[src/logic/cu_pkg.sv]
`default_nettype none
package cu_pkg;

  // Datapath sizes
  localparam int WORD_W   = 16;
  localparam int EXT_W    = 17;
  localparam int ACC_AW   = 5;
  localparam int ACC_N    = 32;
  localparam int PTR_N    = 4;
  localparam int SV_W     = 4;
  localparam int REG_AW   = 8;
  localparam logic [ACC_AW-1:0] HALF_OFS = 5'h10;
  localparam logic [ACC_AW-1:0] PTR_STEP = 5'h01;

  // Register map, byte offsets of aligned words
  localparam logic [REG_AW-1:0] OFS_MR   = 8'h00;
  localparam logic [REG_AW-1:0] OFS_PH   = 8'h04;
  localparam logic [REG_AW-1:0] OFS_SV   = 8'h08;
  localparam logic [REG_AW-1:0] OFS_CTRL = 8'h0c;
  localparam logic [REG_AW-1:0] OFS_PTR0 = 8'h10;
  localparam logic [REG_AW-1:0] OFS_PTR1 = 8'h14;
  localparam logic [REG_AW-1:0] OFS_PTR2 = 8'h18;
  localparam logic [REG_AW-1:0] OFS_PTR3 = 8'h1c;
  localparam logic [REG_AW-1:0] OFS_STAT = 8'h20;

  // Field positions
  localparam int CTRL_FRAC_BIT = 0;
  localparam int STAT_CARRY_BIT = 0;
  localparam int STAT_EQ_BIT    = 1;

  // Reset values
  localparam logic [WORD_W-1:0] RST_WORD = 16'h0000;
  localparam logic [ACC_AW-1:0] RST_PTR  = 5'h00;
  localparam logic [SV_W-1:0]   RST_SV   = 4'h0;

  typedef enum logic [2:0] {
    A_ZERO = 3'h0, A_BUS = 3'h1, A_PH = 3'h2, A_PL = 3'h3, A_OFFSET = 3'h4
  } a_sel_t;
  typedef enum logic {B_ZERO = 1'h0, B_ACC = 1'h1} b_sel_t;
  typedef enum logic [2:0] {
    OP_ADD = 3'h0, OP_SUB = 3'h1, OP_AND = 3'h2, OP_OR = 3'h3,
    OP_XOR = 3'h4, OP_NOT = 3'h5, OP_CMPEQ = 3'h6, OP_CMPNE = 3'h7
  } alu_op_t;
  typedef enum logic [1:0] {
    MC_LATCH = 2'h0, MC_ACC = 2'h1, MC_OFFSET = 2'h2
  } mcand_sel_t;
  typedef enum logic {MUL_MR = 1'h0, MUL_SHIFT = 1'h1} mul_src_t;
  typedef enum logic [1:0] {
    PTR_NONE = 2'h0, PTR_ADD = 2'h1, PTR_LOAD = 2'h2
  } ptr_op_t;
  typedef enum logic [1:0] {
    PRE_NONE = 2'h0, PRE_INC = 2'h1, PRE_DEC = 2'h2
  } premod_t;

endpackage
`default_nettype wire

[src/logic/computational_unit.sv]
// Behaviour
// RULE1: 17x17 multiply completes in one cycle
// RULE2: Extension bit zero or copy of bit15
// RULE3: Product low feeds ALU same cycle
// RULE4: Product high captured at cycle end
// RULE5: Multiplicand and multiplier source selection
// RULE6: Shift amount decodes to one-hot multiplier
// RULE7: Fraction mode shifts decoded operand once more
// RULE8: Multiplier registers loadable, storable, transferable
// RULE9: Multiplicand latch written from bus, unreadable
// RULE10: Sixteen-bit ALU with multiword strings
// RULE11: First input: zero, bus, high, low, offset
// RULE12: Second input: zero or addressed accumulator
// RULE13: Add, subtract, load, and, or, xor, not
// RULE14: Comparisons never change accumulators
// RULE15: All registers reset to zero
// RULE16: Thirty-two accumulators in two halves
// RULE17: One or two operands, one result written
// RULE18: Four pointers, direct or offset addressing
// RULE19: Accumulator addressing wraps at thirty-one
// RULE20: Two-bit field selects the pointer
// RULE21: Pointers loadable, storable, constant add/load
// RULE22: String working copy increments, pointer kept
// RULE23: Pointer pre-increment or pre-decrement
// RULE24: Swap bit exchanges accumulator and partner
// RULE25: Result may go to offset partner
// RULE26: Product high changes only when told
// RULE27: Offset of sixteen added modulo 32
// RULE28: String carry passes word to word
//
// Implementation choices: the register offsets and the strobed register port.
`timescale 1ns/100ps
`default_nettype none
module computational_unit
  import cu_pkg::*;
(
  input  wire logic               clock,
  input  wire logic               arst_n,
  input  wire logic [REG_AW-1:0]  reg_addr,
  input  wire logic [WORD_W-1:0]  reg_wdata,
  input  wire logic               reg_wr,
  input  wire logic               reg_rd,
  output logic      [WORD_W-1:0]  reg_rdata,
  input  wire logic [WORD_W-1:0]  bus_in,
  input  wire logic               mcand_load,
  input  wire logic               mr_const_load,
  input  wire logic               op_valid,
  input  wire alu_op_t            alu_op,
  input  wire a_sel_t             a_sel,
  input  wire b_sel_t             b_sel,
  input  wire logic [1:0]         pointer_select_field,
  input  wire logic               swap_sel,
  input  wire logic               dest_offset,
  input  wire logic               acc_write,
  input  wire premod_t            premod,
  input  wire logic               string_cont,
  input  wire logic               mul_en,
  input  wire mul_src_t           mul_src,
  input  wire mcand_sel_t         mcand_sel,
  input  wire logic               mr_signed,
  input  wire logic               mcand_signed,
  input  wire logic               ph_from_acc,
  input  wire ptr_op_t            ptr_op,
  input  wire logic [ACC_AW-1:0]  ptr_const,
  output logic      [WORD_W-1:0]  alu_result,
  output logic                    carry_flag,
  output logic                    cmp_true
);

  // RULE19: circular pointer arithmetic
  function automatic logic [ACC_AW-1:0] wrap_add(
    input logic [ACC_AW-1:0] a,
    input logic [ACC_AW-1:0] b
  );
    wrap_add = a + b;
  endfunction

  // One-hot shift operand, one place higher in fraction mode
  function automatic logic [EXT_W-1:0] decode_shift(
    input logic [SV_W-1:0] amount,
    input logic            frac
  );
    logic [EXT_W-1:0] one_hot;
    one_hot = {{(EXT_W-1){1'b0}}, 1'b1} << amount;
    decode_shift = frac ? (one_hot << 1) : one_hot;
  endfunction

  // Reset release through two flops
  logic rst_meta_reg;
  logic rst_n;
  always_ff @(posedge clock or negedge arst_n) begin
    if (!arst_n) begin
      rst_meta_reg <= 1'b0;
      rst_n        <= 1'b0;
    end else begin
      rst_meta_reg <= 1'b1;
      rst_n        <= rst_meta_reg;
    end
  end

  logic [WORD_W-1:0] multiplier_operand_reg;
  logic [WORD_W-1:0] multiplicand_latch_reg;
  logic [WORD_W-1:0] product_high_word_reg;
  logic [SV_W-1:0]   shift_amount_reg;
  logic              fraction_shift_mode_reg;
  logic [ACC_AW-1:0] ptr_reg [PTR_N];
  logic [ACC_AW-1:0] ptr_next [PTR_N];
  logic [ACC_AW-1:0] work_ptr_reg;
  logic [WORD_W-1:0] acc_mem [ACC_N];
  logic              carry_reg;
  logic              equal_reg;

  // Register bus decode
  wire wr_mr   = reg_wr && (reg_addr == OFS_MR);
  wire wr_ph   = reg_wr && (reg_addr == OFS_PH);
  wire wr_sv   = reg_wr && (reg_addr == OFS_SV);
  wire wr_ctrl = reg_wr && (reg_addr == OFS_CTRL);
  wire [PTR_N-1:0] wr_ptr = {reg_wr && (reg_addr == OFS_PTR3),
                             reg_wr && (reg_addr == OFS_PTR2),
                             reg_wr && (reg_addr == OFS_PTR1),
                             reg_wr && (reg_addr == OFS_PTR0)};

  // RULE20: pointer field picks pointer
  wire [ACC_AW-1:0] selected_accum_pointer = ptr_reg[pointer_select_field];

  // RULE23: pre-modified pointer value
  wire [ACC_AW-1:0] ptr_premod =
    (premod == PRE_INC) ? wrap_add(selected_accum_pointer, PTR_STEP) :
    // Minus one wraps to all ones in five bits
    (premod == PRE_DEC) ?
      wrap_add(selected_accum_pointer, -PTR_STEP) :
    selected_accum_pointer;

  // RULE22: working copy steps through the string
  wire [ACC_AW-1:0] base_addr =
    string_cont ? wrap_add(work_ptr_reg, PTR_STEP) : ptr_premod;

  // RULE27: partner is sixteen away, modulo 32
  wire [ACC_AW-1:0] partner_addr = wrap_add(base_addr, HALF_OFS);

  // RULE24: swap exchanges the two columns
  wire [ACC_AW-1:0] addr_idx = swap_sel ? partner_addr : base_addr;
  wire [ACC_AW-1:0] offs_idx = swap_sel ? base_addr : partner_addr;
  // RULE25: result may land in the partner
  wire [ACC_AW-1:0] dest_idx = dest_offset ? offs_idx : addr_idx;

  // RULE17: one or two operands from the file
  wire [WORD_W-1:0] acc_out  = acc_mem[addr_idx];
  wire [WORD_W-1:0] offs_out = acc_mem[offs_idx];

  // RULE5: multiplicand source selection
  wire [WORD_W-1:0] mcand_word =
    (mcand_sel == MC_ACC)    ? acc_out  :
    (mcand_sel == MC_OFFSET) ? offs_out : multiplicand_latch_reg;

  // RULE2: extension bit per operand
  wire [EXT_W-1:0] mcand_ext = {mcand_signed & mcand_word[WORD_W-1],
                                mcand_word};
  // RULE6: shift amount decoded to one-hot
  // RULE7: fraction mode adds a place
  wire [EXT_W-1:0] shift_ext = decode_shift(shift_amount_reg,
                                            fraction_shift_mode_reg);
  wire [EXT_W-1:0] mr_ext =
    (mul_src == MUL_SHIFT) ? shift_ext :
    {mr_signed & multiplier_operand_reg[WORD_W-1], multiplier_operand_reg};

  // RULE1: single-cycle signed 17x17 product
  // Decoded shift operand is unsigned: bit 16 set must not read negative
  wire [EXT_W:0] mr_wide =
    (mul_src == MUL_SHIFT) ? {1'b0, shift_ext} : {mr_ext[EXT_W-1], mr_ext};
  wire signed [2*EXT_W:0] product = $signed(mcand_ext) * $signed(mr_wide);
  wire [WORD_W-1:0] product_low_word  = product[WORD_W-1:0];
  wire [WORD_W-1:0] product_high_next = product[2*WORD_W-1:WORD_W];

  // RULE11: first input selection
  // RULE3: product low reaches the ALU
  wire [WORD_W-1:0] alu_first_input =
    (a_sel == A_BUS)    ? bus_in :
    (a_sel == A_PH)     ? product_high_word_reg :
    (a_sel == A_PL)     ? product_low_word :
    (a_sel == A_OFFSET) ? offs_out : RST_WORD;
  // RULE12: second input selection
  wire [WORD_W-1:0] alu_second_input =
    (b_sel == B_ACC) ? acc_out : RST_WORD;

  // RULE28: string carry chains words
  wire is_sub   = (alu_op == OP_SUB);
  wire carry_in = string_cont ? carry_reg : is_sub;
  wire [WORD_W-1:0] a_eff = is_sub ? ~alu_first_input : alu_first_input;
  wire [WORD_W:0] alu_sum = {1'b0, alu_second_input} + {1'b0, a_eff}
                            + {{WORD_W{1'b0}}, carry_in};

  // RULE13: operation select, load is add to zero
  // RULE10: sixteen-bit word per cycle
  wire [WORD_W-1:0] alu_word =
    (alu_op == OP_AND) ? (alu_first_input & alu_second_input) :
    (alu_op == OP_OR)  ? (alu_first_input | alu_second_input) :
    (alu_op == OP_XOR) ? (alu_first_input ^ alu_second_input) :
    (alu_op == OP_NOT) ? ~alu_first_input :
    alu_sum[WORD_W-1:0];

  // Compares fold equality across a whole string
  wire is_cmp     = (alu_op == OP_CMPEQ) || (alu_op == OP_CMPNE);
  wire word_equal = (alu_first_input == alu_second_input);
  wire equal_next = string_cont ? (equal_reg & word_equal) : word_equal;
  wire carry_next = (is_sub || alu_op == OP_ADD) ? alu_sum[WORD_W] : 1'b0;

  // RULE14: compares leave accumulators alone
  wire acc_we = op_valid && acc_write && !is_cmp;
  wire mul_go = op_valid && mul_en;

  // Pointer next values: bus, then constant, then pre-modify
  always_comb begin
    for (int i = 0; i < PTR_N; i++) begin
      ptr_next[i] = ptr_reg[i];
      if (wr_ptr[i]) begin
        ptr_next[i] = reg_wdata[ACC_AW-1:0];
      end else if (op_valid && pointer_select_field == 2'(i)) begin
        if (ptr_op == PTR_ADD) begin
          ptr_next[i] = wrap_add(ptr_reg[i], ptr_const);
        end else if (ptr_op == PTR_LOAD) begin
          ptr_next[i] = ptr_const;
        end else if (!string_cont) begin
          ptr_next[i] = ptr_premod;
        end
      end
    end
  end

  // RULE21: pointer storage
  // RULE18: five-bit pointers, any entry
  always_ff @(posedge clock or negedge rst_n) begin
    if (!rst_n) begin
      for (int i = 0; i < PTR_N; i++) ptr_reg[i] <= RST_PTR;
      work_ptr_reg <= RST_PTR;
    end else begin
      for (int i = 0; i < PTR_N; i++) ptr_reg[i] <= ptr_next[i];
      if (op_valid) work_ptr_reg <= base_addr;
    end
  end

  // RULE16: thirty-two entry accumulator file
  // RULE15: everything clears on reset
  always_ff @(posedge clock or negedge rst_n) begin
    if (!rst_n) begin
      for (int i = 0; i < ACC_N; i++) acc_mem[i] <= RST_WORD;
    end else if (acc_we) begin
      acc_mem[dest_idx] <= alu_word;
    end
  end

  // RULE4: high half latched at cycle end
  // RULE26: otherwise product high holds
  // RULE8: loads from register port and accumulators
  always_ff @(posedge clock or negedge rst_n) begin
    if (!rst_n) begin
      product_high_word_reg <= RST_WORD;
    end else if (wr_ph) begin
      product_high_word_reg <= reg_wdata;
    end else if (mul_go) begin
      product_high_word_reg <= product_high_next;
    end else if (ph_from_acc) begin
      product_high_word_reg <= acc_out;
    end
  end

  // RULE8: multiplier register and constants
  // RULE9: latch loads only from data bus
  always_ff @(posedge clock or negedge rst_n) begin
    if (!rst_n) begin
      multiplier_operand_reg  <= RST_WORD;
      multiplicand_latch_reg  <= RST_WORD;
      shift_amount_reg        <= RST_SV;
      fraction_shift_mode_reg <= 1'b0;
    end else begin
      if (wr_mr) multiplier_operand_reg <= reg_wdata;
      else if (mr_const_load) multiplier_operand_reg <= bus_in;
      if (mcand_load) multiplicand_latch_reg <= bus_in;
      if (wr_sv) shift_amount_reg <= reg_wdata[SV_W-1:0];
      if (wr_ctrl) fraction_shift_mode_reg <= reg_wdata[CTRL_FRAC_BIT];
    end
  end

  // Result and flags, held between operations
  always_ff @(posedge clock or negedge rst_n) begin
    if (!rst_n) begin
      alu_result <= RST_WORD;
      carry_reg  <= 1'b0;
      equal_reg  <= 1'b0;
      cmp_true   <= 1'b0;
    end else if (op_valid) begin
      alu_result <= alu_word;
      carry_reg  <= carry_next;
      equal_reg  <= equal_next;
      cmp_true   <= (alu_op == OP_CMPNE) ? !equal_next : equal_next;
    end
  end
  assign carry_flag = carry_reg;

  // Read mux; the multiplicand latch has no read path by design
  wire [WORD_W-1:0] stat_word =
    RST_WORD | (WORD_W'(carry_reg) << STAT_CARRY_BIT)
             | (WORD_W'(equal_reg) << STAT_EQ_BIT);
  wire [WORD_W-1:0] read_word =
    (reg_addr == OFS_MR)   ? multiplier_operand_reg :
    (reg_addr == OFS_PH)   ? product_high_word_reg :
    (reg_addr == OFS_SV)   ? WORD_W'(shift_amount_reg) :
    (reg_addr == OFS_CTRL) ? WORD_W'(fraction_shift_mode_reg) :
    (reg_addr == OFS_PTR0) ? WORD_W'(ptr_reg[0]) :
    (reg_addr == OFS_PTR1) ? WORD_W'(ptr_reg[1]) :
    (reg_addr == OFS_PTR2) ? WORD_W'(ptr_reg[2]) :
    (reg_addr == OFS_PTR3) ? WORD_W'(ptr_reg[3]) :
    (reg_addr == OFS_STAT) ? stat_word : RST_WORD;

  // Read data valid only in the cycle after the strobe
  always_ff @(posedge clock or negedge rst_n) begin
    if (!rst_n) reg_rdata <= RST_WORD;
    else if (reg_rd) reg_rdata <= read_word;
    else reg_rdata <= RST_WORD;
  end
endmodule
`default_nettype wire

[config.mk]
export PLATFORM = sky130hd
export DESIGN_NAME = computational_unit
export DESIGN_NICKNAME = d
export VERILOG_FILES = /design/src/logic/cu_pkg.sv /design/src/logic/computational_unit.sv
export SDC_FILE = /design/constraint.sdc
export NUM_CORES = 2
export LEC_CHECK = 0
export BUFFER_PORTS_ARGS = -buffer_cell sky130_fd_sc_hd__buf_2
export CAP_MARGIN = 40
export CORE_MARGIN = 4
export CORE_UTILIZATION = 35
export DETAILED_ROUTE_END_ITERATION = 7
export PLACE_DENSITY = 0.57
export RECOVER_POWER = 100
export SYNTH_ARGS = -nofsm -noshare
export SYNTH_HDL_FRONTEND = slang
export SYNTH_SLANG_ARGS = --single-unit
[constraint.sdc]
create_clock -name clock -period 28 [get_ports clock]
set_input_delay 8.4 -clock clock [delete_from_list [all_inputs] [get_ports clock]]
set_output_delay 8.4 -clock clock [all_outputs]
set_load 0.05 [all_outputs]
==> results.py <==
metrics = {
    "sta": {
        "fin_ws_ns": 4.603,
        "final_hold_viol_count": 0,
        "finClkSkew_ns": 0.03753,
        "fmax_mhz": 42.74,
        "max-slew-margin-rel_pct": -525.2,
        "finalSetupTns_ns": 0,
        "tightest_slew_ns": 9.378,
        "fin_crit_ns": 23.40,
        "setup_viol": 0,
        "period_share_pct": 83.56,
        "drv_slew": 928,
        "rsz0062_at_grt": "no",
    },
    "yosys": {
        "yosys_most_used_dff": "dfrtp_1",
        "synth_most_common_cell": "nand2_1",
        "yosysTopAreaCell": "dfrtp_1",
        "synthesis.nets": 5573,
        "yosys_warnings": 0,
        "synth-edff-count": 0,
        "synthArstFlopShare_pct": 100.0,
        "yosys-top-cells-area": "dfrtp_1 35%, fa_1 13%, nand2_1 8.9%",
        "synth.distinct_cells": 88,
        "synth_commonest_cells": "1044 x nand2_1, 627 x dfrtp_1, 481 x o21ai_0",
        "synth_top_area_share_pct": 35.49,
        "synth_seq_area_share_pct": 35.49,
        "syn-cell-area_sq_um": 44210,
        "ys_ff_latch": 627,
        "avgSynthCellArea_sq_um": 8.752,
        "synth_cells": 5051,
    },
    "floorplan": {
        "ios": 110,
        "die_area_sq_um": 132100,
        "core_area_sq_um": 125600,
        "die_height_um": 363.4,
        "row_count": 130,
        "initial_core_util_pct": 35.20,
        "die_w_um": 363.4,
    },
    "status": {
        "status": "finished, violations left",
        "violations": "capacitance limit, slew limit",
    },
    "placement": {
        "globalplace.congestion": 0.9352,
        "dp_hpwl_um": 99030,
        "post-place-ws_ns": 7.039,
        "numPortBuffers": 109,
    },
    "clock_network": {
        "cts_sinks": 627,
        "cts-htree-levels": 3,
        "clk_pin_slew_ns": 0.06,
        "cts_buffers": 71,
        "clk_path_buf_depth": 3,
        "cts_tree": "done",
        "cts_resized": 0,
        "post-cts-setup-buffer-count": 0,
        "cts-hold-fix-buffers": 0,
        "root_buffer": "clkbuf_16",
        "clock_insertion_delay_worst_skew_ns": 0.65,
    },
    "route": {
        "drt-initial-drc-count": 3138,
        "drt-total-wl_um": 141700,
        "drc": 0,
        "dr.pass1.iters": 8,
        "ant_nets": 0,
        "vias": 35597,
        "vias_per_cell": 5.278,
        "wl_per_cell_um": 21.01,
    },
    "setup_path": {
        "r2r-end": "acc_mem[253]",
        "cp-end-kind": "flop",
        "cpPeakStageDelay_ns": 1.50,
        "r2r_start": "ptr_reg[10]",
        "cpMostUsedCell": "inv_1",
        "cp_max_fo": 65,
        "critical_path_required_ns": 28.46,
        "cp.arrival_ns": 23.86,
        "reg2reg_depth": 46,
        "crit_type": "in -> reg",
        "reg2reg_slack_ns": 12.52,
        "startpoint_type": "primary input",
        "slowest_stage": "clkbuf_1",
    },
    "hold_path": {
        "worstHoldPathType": "reg -> reg",
        "holdCritStartpoint": "rst_meta_reg",
        "min_path_cells": 0,
        "holdPathEnd": "rst_n",
    },
    "global_route": {
        "grt_overflow": 0,
        "grt_max_degree": 170,
        "first_global_vias": 35582,
        "grt_pass1_wl_um": 220400,
        "grt_antenna_before_repair": 4,
        "gr-usage-all-layers_pct": 21.45,
    },
    "layout": {
        "final_core_util_pct": 38.90,
        "drive_gt1_share_pct": 9.455,
        "layout.nets": 5553,
        "largest_register_ffs": 512,
        "area_growth_pct": 10.50,
    },
    "job": {
        "cap_violations": 17,
    },
}
## stage by stage
stage	hold WS (ns)	instances	cell area, sq um
after floorplan	0.3312	5051	44210
after global placement	0.3364	6570	46160
after detailed placement	0.3443	6607	46730
after CTS	0.3583	6736	49220
after global routing	0.3739	6738	48830
final	0.3564	6744	48850
## how the worst max path moves through the flow
stage                            startpoint      endpoint  slack, ns  depth (start not counted)
global placement    pointer_select_field[0]  acc_mem[286]       7.02                         41
global route        pointer_select_field[0]  acc_mem[413]       3.53                         47
floorplan                             rst_n    acc_mem[0]       9.23                          0
CTS                 pointer_select_field[0]   acc_mem[31]       7.66                         44
finish              pointer_select_field[0]  acc_mem[253]       4.60                         47
detailed placement  pointer_select_field[0]  acc_mem[207]       7.04                         44
## critical path: cells and delay by family
family                     cells  cell delay, ns
xor gates and xnor gates       3            0.40
AOI/OAI and AO/OA             14            2.78
and+or+nand+nor                7            2.65
muxes                          3            1.07
adders and majority gates      9            3.63
buffers and inverters         11            4.80
## per-layer routing
| metal | vias to the layer above | track usage, % | share of wire [%] |
|---|---|---|---|
| li1 | 16698 | - | - |
| met1 | 17648 | 30.28 | 45 |
| met2 | 1059 | 33.97 | 46 |
| met3 | 192 | 3.360 | 6.4 |
| met4 | 0 | 6.604 | 3.1 |
| met5 | - | 0 | 0 |
## cell usage in the layout (no fill, tap or decap), types with 17 or more instances in the layout
cell	instances
a21o_1	23
a21oi_1	200
a21oi_2	22
a22oi_1	23
a311o_1	17
a311oi_1	52
and3_1	63
buf_2	77
buf_4	74
clkbuf_1	82
clkbuf_16	73
clkbuf_8	18
dfrtp_1	627
fa_1	294
ha_1	152
inv_1	394
mux2_2	49
mux2i_1	148
nand2_1	1042
nand2b_1	79
nand3_1	134
nor2_1	386
nor2b_1	17
nor3_1	21
o211ai_1	18
o21ai_0	516
o22ai_1	19
o31ai_1	49
or2_2	77
xnor2_1	67
xor2_1	26
## area by class of cell
class | instances | area [sq um]
diodes | 7 | 17.52
clock buffers | 107 | 2135
multi-input cells | 3697 | 25550
inverters | 397 | 1490
well taps | 1650 | 2064
clock inverters | 22 | 355.3
flip-flops and latches | 627 | 15690
fillers | 12887 | 76720
repair buffers | 237 | 1549
## logic make-up (layout without fill, tap and decap cells)
family	after synthesis	after routing	share of synthesized area, %
and+or+nand+nor	1867	1867	17.96
adders and majority gates	446	446	17.62
DFF	627	627	35.49
xor gates and xnor gates	94	94	1.922
AOI/OAI and AO/OA	1077	1077	14.83
other	1	8	0.008483
buffers and inverters	727	763	6.861
muxes	212	212	5.310
Power is left out: the tool's default activity adds up to more than one toggle a clock period on the data nets, which glitch-free logic cannot reach.
